## src/design/dtc_pkg.sv

```systemverilog
// constants of the dual timer/counter: special function addresses, field positions, resets
// assumes an 8-bit special function register port driven by the processor core
// Behaviour
// counter/timer select: mode bit 2 for timer a, bit 6 for timer b
// timer function advances once per six peripheral clocks
// counter function samples pin per machine cycle, counts high-then-low samples
// mode field: 13-bit, 16-bit, 8-bit auto-reload, timer b halted in mode 3
// timer a mode 3: low byte timer/counter, high byte separate 8-bit timer
// mode 0 counts high byte plus low five bits; upper three ignored
// mode 0 wrap from all ones to zero sets the overflow flag
// count only with run bit set and gating off or gate input high
// timer b fields in mode bits 7..4, timer a in 3..0
// overflow flags bits 7 and 5; cleared on service entry or by software
// run bits 6 and 4; clearing halts and holds the count
// mode, control and all four count bytes reset to zero
// peripheral clock is half oscillator in twelve-clock mode, full in six-clock
// mode 1 is one 16-bit counter, flag on roll from all ones
// mode 2 low byte overflow sets flag and reloads from high byte
// timer a mode 3 high byte uses timer b run bit and overflow flag
// timer a mode 3 leaves timer b counting without run bit or flag
// software write to a count byte beats a same-cycle increment
package dtc_pkg;
    localparam logic [7:0] ADDR_CTRL = 8'h88;
    localparam logic [7:0] ADDR_MODE = 8'h89;
    localparam logic [7:0] ADDR_A_LOW = 8'h8a;
    localparam logic [7:0] ADDR_B_LOW = 8'h8b;
    localparam logic [7:0] ADDR_A_HIGH = 8'h8c;
    localparam logic [7:0] ADDR_B_HIGH = 8'h8d;
    localparam logic [7:0] RESET_BYTE = 8'h00;
    // control register bit positions
    localparam int CTRL_B_FLAG = 7;
    localparam int CTRL_B_RUN = 6;
    localparam int CTRL_A_FLAG = 5;
    localparam int CTRL_A_RUN = 4;
    // mode register: nibble base per timer, field offsets inside a nibble
    localparam int MODE_A_BASE = 0;
    localparam int MODE_B_BASE = 4;
    localparam int FLD_GATE = 3;
    localparam int FLD_COUNTER = 2;
    localparam int FLD_MODE_HIGH = 1;
    localparam int FLD_MODE_LOW = 0;
    localparam logic [1:0] MODE_13BIT = 2'h0;
    localparam logic [1:0] MODE_16BIT = 2'h1;
    localparam logic [1:0] MODE_RELOAD = 2'h2;
    localparam logic [1:0] MODE_SPLIT = 2'h3;
    localparam logic [4:0] PRESCALE_MAX = 5'h1f;
    // peripheral clocks per machine cycle
    localparam int PERIPH_PER_MACHINE = 6;
    localparam logic [2:0] MACH_LAST = 3'(PERIPH_PER_MACHINE - 1);
endpackage

```

## src/design/dtc_tick_gen.sv

```systemverilog
// peripheral clock enable and machine-cycle tick for the timers
// assumes clk is the oscillator; mode strap is steady during operation
module dtc_tick_gen (
    input wire logic clk,
    input wire logic rst,
    input wire logic six_clock_cycle_mode,
    output logic mach_tick
);
    logic phase;
    logic next_phase;
    logic [2:0] div;
    logic [2:0] next_div;
    logic next_mach_tick;
    logic periph_tick;

    ////////////////////////////////////////////////////////////////////////////
    always_comb begin
        // six-clock mode: every oscillator edge is a peripheral clock
        periph_tick = six_clock_cycle_mode | phase;
        next_phase = six_clock_cycle_mode ? 1'b0 : ~phase;
        next_div = div;
        next_mach_tick = 1'b0;
        if (periph_tick) begin
            if (div == dtc_pkg::MACH_LAST) begin
                next_div = 3'h0;
                next_mach_tick = 1'b1;
            end else begin
                next_div = div + 3'h1;
            end
        end
    end

    always_ff @(posedge clk or posedge rst) begin
        if (rst) begin
            phase <= 1'b0;
            div <= 3'h0;
            mach_tick <= 1'b0;
        end else begin
            phase <= next_phase;
            div <= next_div;
            mach_tick <= next_mach_tick;
        end
    end
endmodule

```

## src/design/dtc_top.sv

```systemverilog
// dual 16-bit timer/counter behind the special function register port
// assumes gate and count pins are already synchronous to clk
module dtc_top (
    input wire logic clk,
    input wire logic rst,
    input wire logic six_clock_cycle_mode,
    input wire logic [7:0] sfr_addr,
    input wire logic sfr_wr,
    input wire logic [7:0] sfr_wdata,
    output logic [7:0] sfr_rdata,
    input wire logic timer_a_isr_entry,
    input wire logic timer_b_isr_entry,
    input wire logic timer_a_gate_input,
    input wire logic timer_b_gate_input,
    input wire logic timer_a_count_pin,
    input wire logic timer_b_count_pin,
    output logic timer_a_overflow_flag,
    output logic timer_b_overflow_flag,
    output logic timer_b_overflow_pulse
);
    logic [7:0] ctrl;
    logic [7:0] mode;
    logic [7:0] a_low;
    logic [7:0] a_high;
    logic [7:0] b_low;
    logic [7:0] b_high;
    logic [7:0] next_ctrl;
    logic [7:0] next_mode;
    logic [7:0] next_a_low;
    logic [7:0] next_a_high;
    logic [7:0] next_b_low;
    logic [7:0] next_b_high;
    logic [7:0] next_rdata;
    logic next_b_pulse;
    logic mach_tick;
    logic [1:0] pin_now;
    logic [1:0] pin_sample;
    logic [1:0] pin_prev;
    logic [1:0] pin_fall;
    logic [3:0] a_cfg;
    logic [3:0] b_cfg;
    logic a_event;
    logic b_event;
    logic a_inc;
    logic b_inc;
    logic a_high_inc;
    logic a_split;
    logic a_wr_low;
    logic a_wr_high;
    logic b_wr_cnt;
    logic [16:0] a_step;
    logic [16:0] b_step;
    logic [8:0] a_high_sum;
    logic set_a;
    logic set_b;

    // one count step: returns {overflow, high, low}
    function automatic logic [16:0] dtc_step(input logic [1:0] m, input logic [7:0] lo,
                                             input logic [7:0] hi, input logic inc);
        logic [13:0] s13;
        logic [16:0] s16;
        logic [8:0] s8;
        logic [16:0] r;
        s13 = {1'b0, hi, lo[4:0]} + 14'h1;
        s16 = {1'b0, hi, lo} + 17'h1;
        s8 = {1'b0, lo} + 9'h1;
        r = {1'b0, hi, lo};
        if (inc) begin
            case (m)
                dtc_pkg::MODE_13BIT: begin
                    // upper three low bits keep their value
                    r = {s13[13], s13[12:5], lo[7:5], s13[4:0]};
                end
                dtc_pkg::MODE_16BIT: begin
                    r = s16;
                end
                dtc_pkg::MODE_RELOAD: begin
                    r = {s8[8], hi, (s8[8] ? hi : s8[7:0])};
                end
                dtc_pkg::MODE_SPLIT: begin
                    // only timer a reaches here with inc set
                    r = {s8[8], hi, s8[7:0]};
                end
                default: begin
                    r = {1'b0, hi, lo};
                end
            endcase
        end
        return r;
    endfunction

    ////////////////////////////////////////////////////////////////////////////
    dtc_tick_gen u_tick (
        .clk(clk),
        .rst(rst),
        .six_clock_cycle_mode(six_clock_cycle_mode),
        .mach_tick(mach_tick)
    );

    ////////////////////////////////////////////////////////////////////////////
    // count pin sampling, one sampler per timer
    assign pin_now = {timer_b_count_pin, timer_a_count_pin};

    genvar gi;
    generate
        for (gi = 0; gi < 2; gi++) begin : g_pin
            logic next_sample;
            logic next_prev;
            always_comb begin
                next_sample = pin_sample[gi];
                next_prev = pin_prev[gi];
                if (mach_tick) begin
                    next_sample = pin_now[gi];
                    next_prev = pin_sample[gi];
                end
            end
            always_ff @(posedge clk or posedge rst) begin
                if (rst) begin
                    pin_sample[gi] <= 1'b0;
                    pin_prev[gi] <= 1'b0;
                end else begin
                    pin_sample[gi] <= next_sample;
                    pin_prev[gi] <= next_prev;
                end
            end
            // one count per machine cycle, at the tick after a high-then-low pair
            assign pin_fall[gi] = mach_tick & pin_prev[gi] & ~pin_sample[gi];
        end
    endgenerate

    ////////////////////////////////////////////////////////////////////////////
    // counting and register writes
    always_comb begin
        a_cfg = mode[dtc_pkg::MODE_A_BASE +: 4];
        b_cfg = mode[dtc_pkg::MODE_B_BASE +: 4];
        a_split = a_cfg[dtc_pkg::FLD_MODE_HIGH:dtc_pkg::FLD_MODE_LOW] == dtc_pkg::MODE_SPLIT;
        // a count byte write drops the whole step, carry and flag included
        a_wr_low = sfr_wr & (sfr_addr == dtc_pkg::ADDR_A_LOW);
        a_wr_high = sfr_wr & (sfr_addr == dtc_pkg::ADDR_A_HIGH);
        b_wr_cnt = sfr_wr & ((sfr_addr == dtc_pkg::ADDR_B_LOW)
            | (sfr_addr == dtc_pkg::ADDR_B_HIGH));
        a_event = a_cfg[dtc_pkg::FLD_COUNTER] ? pin_fall[0] : mach_tick;
        b_event = b_cfg[dtc_pkg::FLD_COUNTER] ? pin_fall[1] : mach_tick;
        a_inc = ctrl[dtc_pkg::CTRL_A_RUN] & a_event
            & (~a_cfg[dtc_pkg::FLD_GATE] | timer_a_gate_input)
            & ~(a_wr_low | (a_wr_high & ~a_split));
        // timer b gives up its run bit while timer a is split
        b_inc = (a_split | ctrl[dtc_pkg::CTRL_B_RUN]) & b_event
            & (~b_cfg[dtc_pkg::FLD_GATE] | timer_b_gate_input)
            & (b_cfg[dtc_pkg::FLD_MODE_HIGH:dtc_pkg::FLD_MODE_LOW]
               != dtc_pkg::MODE_SPLIT) & ~b_wr_cnt;
        a_high_inc = a_split & ctrl[dtc_pkg::CTRL_B_RUN] & mach_tick & ~a_wr_high;
        a_step = dtc_step(a_cfg[1:0], a_low, a_high, a_inc);
        b_step = dtc_step(b_cfg[1:0], b_low, b_high, b_inc);
        a_high_sum = {1'b0, a_high} + 9'h1;
        set_a = a_step[16];
        set_b = a_split ? (a_high_inc & a_high_sum[8]) : b_step[16];

        next_mode = mode;
        next_a_low = a_step[7:0];
        next_a_high = a_split ? (a_high_inc ? a_high_sum[7:0] : a_high) : a_step[15:8];
        next_b_low = b_step[7:0];
        next_b_high = b_step[15:8];
        next_ctrl = ctrl;
        if (timer_a_isr_entry) begin
            next_ctrl[dtc_pkg::CTRL_A_FLAG] = 1'b0;
        end
        if (timer_b_isr_entry) begin
            next_ctrl[dtc_pkg::CTRL_B_FLAG] = 1'b0;
        end
        if (sfr_wr) begin
            case (sfr_addr)
                // low nibble belongs to the external interrupt logic, not kept here
                dtc_pkg::ADDR_CTRL: next_ctrl = {sfr_wdata[7:4], 4'h0};
                dtc_pkg::ADDR_MODE: next_mode = sfr_wdata;
                dtc_pkg::ADDR_A_LOW: next_a_low = sfr_wdata;
                dtc_pkg::ADDR_B_LOW: next_b_low = sfr_wdata;
                dtc_pkg::ADDR_A_HIGH: next_a_high = sfr_wdata;
                dtc_pkg::ADDR_B_HIGH: next_b_high = sfr_wdata;
                default: next_mode = mode;
            endcase
        end
        // hardware set wins over any clear in the same cycle
        if (set_a) begin
            next_ctrl[dtc_pkg::CTRL_A_FLAG] = 1'b1;
        end
        if (set_b) begin
            next_ctrl[dtc_pkg::CTRL_B_FLAG] = 1'b1;
        end
        // baud source sees timer b roll even when its flag is taken over
        next_b_pulse = b_step[16];

        case (sfr_addr)
            dtc_pkg::ADDR_CTRL: next_rdata = ctrl;
            dtc_pkg::ADDR_MODE: next_rdata = mode;
            dtc_pkg::ADDR_A_LOW: next_rdata = a_low;
            dtc_pkg::ADDR_B_LOW: next_rdata = b_low;
            dtc_pkg::ADDR_A_HIGH: next_rdata = a_high;
            dtc_pkg::ADDR_B_HIGH: next_rdata = b_high;
            default: next_rdata = 8'h00;
        endcase
    end

    always_ff @(posedge clk or posedge rst) begin
        if (rst) begin
            ctrl <= dtc_pkg::RESET_BYTE;
            mode <= dtc_pkg::RESET_BYTE;
            a_low <= dtc_pkg::RESET_BYTE;
            a_high <= dtc_pkg::RESET_BYTE;
            b_low <= dtc_pkg::RESET_BYTE;
            b_high <= dtc_pkg::RESET_BYTE;
            sfr_rdata <= 8'h00;
            timer_b_overflow_pulse <= 1'b0;
        end else begin
            ctrl <= next_ctrl;
            mode <= next_mode;
            a_low <= next_a_low;
            a_high <= next_a_high;
            b_low <= next_b_low;
            b_high <= next_b_high;
            sfr_rdata <= next_rdata;
            timer_b_overflow_pulse <= next_b_pulse;
        end
    end

    assign timer_a_overflow_flag = ctrl[dtc_pkg::CTRL_A_FLAG];
    assign timer_b_overflow_flag = ctrl[dtc_pkg::CTRL_B_FLAG];
endmodule

```

## config.mk

```make
export PLATFORM = sky130hd
export DESIGN_NAME = dtc_top
export DESIGN_NICKNAME = d
export VERILOG_FILES = /design/src/design/dtc_pkg.sv /design/src/design/dtc_tick_gen.sv /design/src/design/dtc_top.sv
export SDC_FILE = /design/constraint.sdc
export NUM_CORES = 1
export LEC_CHECK = 0
export BUFFER_PORTS_ARGS = -buffer_cell sky130_fd_sc_hd__buf_2
export CORE_UTILIZATION = 56
export CTS_BUF_LIST = sky130_fd_sc_hd__clkbuf_8
export DETAILED_ROUTE_END_ITERATION = 10
export PLACE_DENSITY = 0.79
export SKIP_CTS_REPAIR_TIMING = 1
export SLEW_MARGIN = 20
export SYNTH_ARGS = -nofsm -noshare
export SYNTH_HDL_FRONTEND = slang
export SYNTH_SLANG_ARGS = --single-unit
```

## constraint.sdc

```tcl
create_clock -name clk -period 2.15 [get_ports clk]
set_clock_uncertainty 0.1 [all_clocks]
set_input_delay 0.215 -clock clk [delete_from_list [all_inputs] [get_ports clk]]
set_output_delay 0.215 -clock clk [all_outputs]
set_load 0.02 [all_outputs]
```

# ---- Word-level counts from Yosys, hierarchy flattened
# Cells that the tools add are included.
dict set report totals {
  reg_bits 62
  ramBits 0
  wordCells 106
  mem_bits_ro 0
  latch_bits 0
  inputBits 26
  output_inout_bits 11
  mem_count 0
}
dict set report classes {
  muxes 30
  n_bitwise 34
  magnitude_cmp 0
  reduce_logical 4
  n_shift 0
  eq_ne 14
  addsub 8
  mul 0
  n_div 0
}
# operator n
set ops {}
lappend ops {{one-hot mux 17 bit (4 select lines)} 2}
lappend ops {{2-to-1 mux 8 bit} 14}
lappend ops {{== test 8 bit, second input constant} 6}
lappend ops {{one-hot mux 8 bit (6 select lines)} 1}
lappend ops {{adder 16 x 1 -> 17 bit, second input constant} 2}
lappend ops {{2-to-1 mux 17 bit} 2}
lappend ops {{adder 13 x 1 -> 14 bit, second input constant} 2}
lappend ops {{adder 8 x 1 -> 9 bit, second input constant} 3}
lappend ops {{bitwise AND 1 bit} 19}
lappend ops {{2-to-1 mux 1 bit} 10}
lappend ops {{NOT 1 bit} 9}
lappend ops {{== test 2 bit, second input constant} 4}
lappend ops {{OR 1 bit} 6}
lappend ops {{== test 2 x 1 -> 1 bit, second input constant} 2}
lappend ops {{logical NOT 2 bit} 2}
lappend ops {{AND reduction 2 bit} 2}
lappend ops {{adder 3 x 1 -> 3 bit, second input constant} 1}
lappend ops {{== test 3 bit, second input constant} 1}
lappend ops {{2-to-1 mux 3 bit} 1}
lappend ops {{!= test 2 bit, second input constant} 1}

# ---- Depth between registers and ports, before layout
dict set report logic_depth {
  depth_word 10
  ltp_mapped 9
  ltp_nobuf 8
}

# ---- By module
# A second synthesis with hierarchy kept.
dict set report unflattened {
  cells_unflattened 435
  hier_area_um2 3875.0
}
# module seq_area_each_um2 instances cells_per_inst area_each_um2
set by_module_without_submodules {}
lappend by_module_without_submodules {dtc_top 1426.4 1 421 3684.8}
lappend by_module_without_submodules {dtc_tick_gen 125.1 1 14 190.2}

# ---- Worst setup path after synthesis
# OpenSTA, ideal clock, no wires.
dict set report synth_path {
  kind {reg2reg}
  start {register a_low[0]}
  end {register a_low[3]}
  setup_ps 120
  synth_period_minus_slack_ps 2039
  path_buffers 1
  path_slack_ps 111
  t_required_ps 1930
  stages_incl_launch_ff 9
  arrival_ps 1820
  cell_sequence {dfrtp_1 > ha_1 > nand4_1 > nor2_1 > and3_1 > clkbuf_1 > mux2_2 > o22ai_1 > nor2_1}
}
dict set report synth_via {
  elab_chain_cells 6
  elab_cells_between_ends 8
  cone_classes {3 x add/sub; 5 x mux}
}
# item line
set synth_lines {}
lappend synth_lines {{from (decl)} dtc_top.sv:23} ;# logic [7:0] a_low;
lappend synth_lines {{from (signal assigned)} dtc_top.sv:208} ;# a_low <= dtc_pkg::RESET_BYTE;
lappend synth_lines {{from (signal assigned)} dtc_top.sv:217} ;# a_low <= next_a_low;
lappend synth_lines {{adder 8 x 1 -> 9 bit} dtc_top.sv:66} ;# s8 = {1'b0, lo} + 9'h1;
lappend synth_lines {{2-to-1 mux 8 bit} dtc_top.sv:78} ;# r = {s8[8], hi, (s8[8] ? hi : s8[7:0])};
lappend synth_lines {{one-hot mux 17 bit (4 select lines) *} dtc_top.sv:69} ;# case (m)
lappend synth_lines {{2-to-1 mux 17 bit *} dtc_top.sv:68} ;# if (inc) begin
lappend synth_lines {{2-to-1 mux 8 bit} dtc_top.sv:172} ;# case (sfr_addr)
lappend synth_lines {{2-to-1 mux 8 bit *} dtc_top.sv:171} ;# if (sfr_wr) begin
lappend synth_lines {{named net next_a_low[3]} dtc_top.sv:29} ;# logic [7:0] next_a_low;
# The timed path passes the listed nets; every way through them passes the cells marked *.
# A chain may end at the register's enable or synchronous reset.

# ---- Worst setup path after layout
dict set report layout_path {
  start {register a_low[4]}
  end {register a_low[7]}
}
# The elaborated chain is that of the path after synthesis.

==> results.toml <==
[run_status]
status = "finished, violations left"
violations = "design-rule violations, negative hold slack"

[floorplan]
io_pins = 37
die_x_microns = 84.9
dieArea_sq_um = 7210
fp.coreArea_sq_um = 6490
start_util_pct = 59.2
row_count = 29
chipHeight_microns = 84.9

[global_routing]
grt_usage_pct = 32.6
antenna_found_initial = 0
grt_start_max_net_pins = 36
overflow = 0
grt_pass1_wl_microns = 17700
grt_pass1_vias = 3553

[synth]
synthFlopType = "dfrtp_1"
synth.top_cell.area_share_pct = 40.3
syn_nets = 463
synthTopCellsByArea = "dfrtp_1, mux2_2, nand2_1, nor2_1, a21oi_1"
syn_inst = 434
synth_edf_count = 0
syn_avg_cell_area_sq_um = 8.87
synth-seq-cells = 62
yosysSeqAreaShare_pct = 40.3
netlist_area_sq_um = 3850
async_reset_ff_share_pct = 100
synth.largest_area_cell = "dfrtp_1"
ys.warnings.count = 0
yosys.cell_types.count = 60

[layout]
drive_above_1_share_pct = 24.8
area_growth_pct = 17.8
diodes = 0
post-route-util_pct = 69.8
nNetsFinal = 525
fin_area_sq_um = 4530

[routing]
first_pass_iters = 11
ant_nets = 0
vias = 3706
wl_per_cell_microns = 19.6
vias_per_cell = 6.42
drc = 4
wl_microns = 11300
drtIter0Drc = 581

[worst_setup_path]
path_class = "flip-flop to flip-flop"
worstRegToRegCells = 7
max_stage_delay_ns = 0.43
critPathMaxFanout = 5
cpMaxStageDelayCell = "dfrtp_1"
worst_ep_arrival_time_ns = 2.22
endpoint_kind = "flip-flop"
cp-start-kind = "flip-flop"
worstPathCellList = "nand3_1, buf_4, o31a_1, a21o_1, a221oi_1, a2bb2oi_1, a21oi_1"
critPathRequiredTime_ns = 2.27

[placement]
dp_hpwl_microns = 8010
port_buffers = 36
dpl-instance-area_sq_um = 4290
place.gp.congestion = 1.03

[clock_tree]
root_buffer = "clkbuf_8"
clk-insertion-delay-late_ns = 0.36
cts_buffers = 9
htree_levels = 3
clkTransAtPathRegs_ns = 0.06
cts_tree = "yes"
clock-sinks = 62
clock_path_buffers = 2

[power_and_ir_drop]
power.leakage_nw = 2.02
powerDensity_nw_per_um2 = 689
ir_drop_mv = 0.530
power_w = 0.00312

[sta]
slew_viol_final = 0
max_freq_ghz = 0.475
hold_violations = 2
rsz0062_at_grt = "true"
hold_slack_ns = -0.00675
max_slew.worst_pin.slew_ns = 0.579
relSlewSlack_pct = 61.2
fin_crit_sh_pct = 97.8
setup_viol = 0
timing.final.crit_period_ns = 2.10

[job]
maxCapViolations = 0

[min_path]
min_path_cells = 2
holdCritPathClass = "input port to flip-flop"
-- sequential cells by signal (all words and copies together) (netlist names) --
signal and count:
b_high 8, a_low 8, u_tick.phase 1, mode 8, ctrl 4, pin_sample 2
b_low 8, u_tick.mach_tick 1, u_tick.div 3, timer_b_overflow_pulse 1, pin_prev 2, a_high 8
sfr_rdata 8
-- cell usage in the layout, fill, tap and decap left out, drive strengths merged, types with 11 or more instances in the layout --
cell type  count
buf           72
dfrtp         62
nand2         53
nor2          51
a21oi         32
o21ai         31
mux2          18
inv           14
clkbuf        13
nand3         12
nor3          11
xor2          11
-- layout make-up --
cell class / count / area, sq um
Clock buffer: 13 / 179
Sequential cell: 62 / 1550
Inverter: 12 / 45.0
Timing Repair Buffer: 74 / 483
Fill cell: 504 / 1960
Tap cell: 77 / 96.3
Multi-Input combinational cell: 337 / 2170
Clock inverter: 2 / 7.51
-- worst paths after layout --
path                                    from       endpoint  slack, ns
setup / recovery                    a_low[4]       a_low[7]       0.05
hold / removal             timer_b_count_pin  pin_sample[1]     -0.007
setup reg to reg                    a_low[4]       a_low[7]       0.05
hold reg to reg                 u_tick.phase   u_tick.phase       0.36
max in group asynchronous                rst      b_high[4]       1.22
min in group asynchronous                rst   u_tick.phase       0.22
-- cells in the mapped netlist, types with 8 or more instances --
library cell	instances
dfrtp_1	62
nand2_1	51
nor2_1	49
a21oi_1	32
o21ai_0	30
mux2_2	18
inv_1	12
nand3_1	12
buf_2	11
clkbuf_1	11
nor3_1	11
xor2_1	11
nand4_1	9
xnor2_1	9
and3_1	8
-- stage by stage --
| stage | setup WS (ns) | instances | TNS (ns) |
|---|---|---|---|
| after global placement | 0.0999 | 558 | 0 |
| after CTS | 0.0331 | 573 | 0 |
| after global routing | -0.0397 | 577 | -0.0957 |
| final | 0.0469 | 577 | 0 |
| after floorplan | 0.111 | 434 | 0 |
| after detailed placement | 0.0172 | 558 | 0 |
-- worst max-delay path, delay by kind of cell, from the launching register on --
kind | cells | cell delay (ns)
buffers and inverters | 1 | 0.18
AO/OA/AOI/OAI | 5 | 1.05
flip-flops | 1 | 0.43
AND/OR/NAND/NOR | 1 | 0.19
-- where the power goes --
part	internal (W)	switching (W)	leakage, nW
sequential	0.00132	0.000144	0.784
clock	0.000530	0.000443	0.104
combinational	0.000331	0.000358	1.13
-- per-layer routing --
metal / vias up / GRT usage [%] / wire length (microns)
met3: 36 / 5.25 / 967
met4: 0 / 17.4 / 427
met2: 231 / 50.1 / 5080
li1: 1702 / - / -
met1: 1737 / 44.6 / 4810
met5: - / 0 / 0
-- kinds of logic (layout without fill, tap and decap cells) --
family          after synthesis  count (layout)  synth area share (%)
xor+xnor                     20              20                  4.55
simple gates                177             177                  24.0
mux                          24              24                  6.83
flops                        62              62                  40.3
compound gates              113             113                  19.4
fa+ha+maj                     3               3                 0.976
buf+inv                      35             101                  3.87
(Power assumes the default switching activity.)
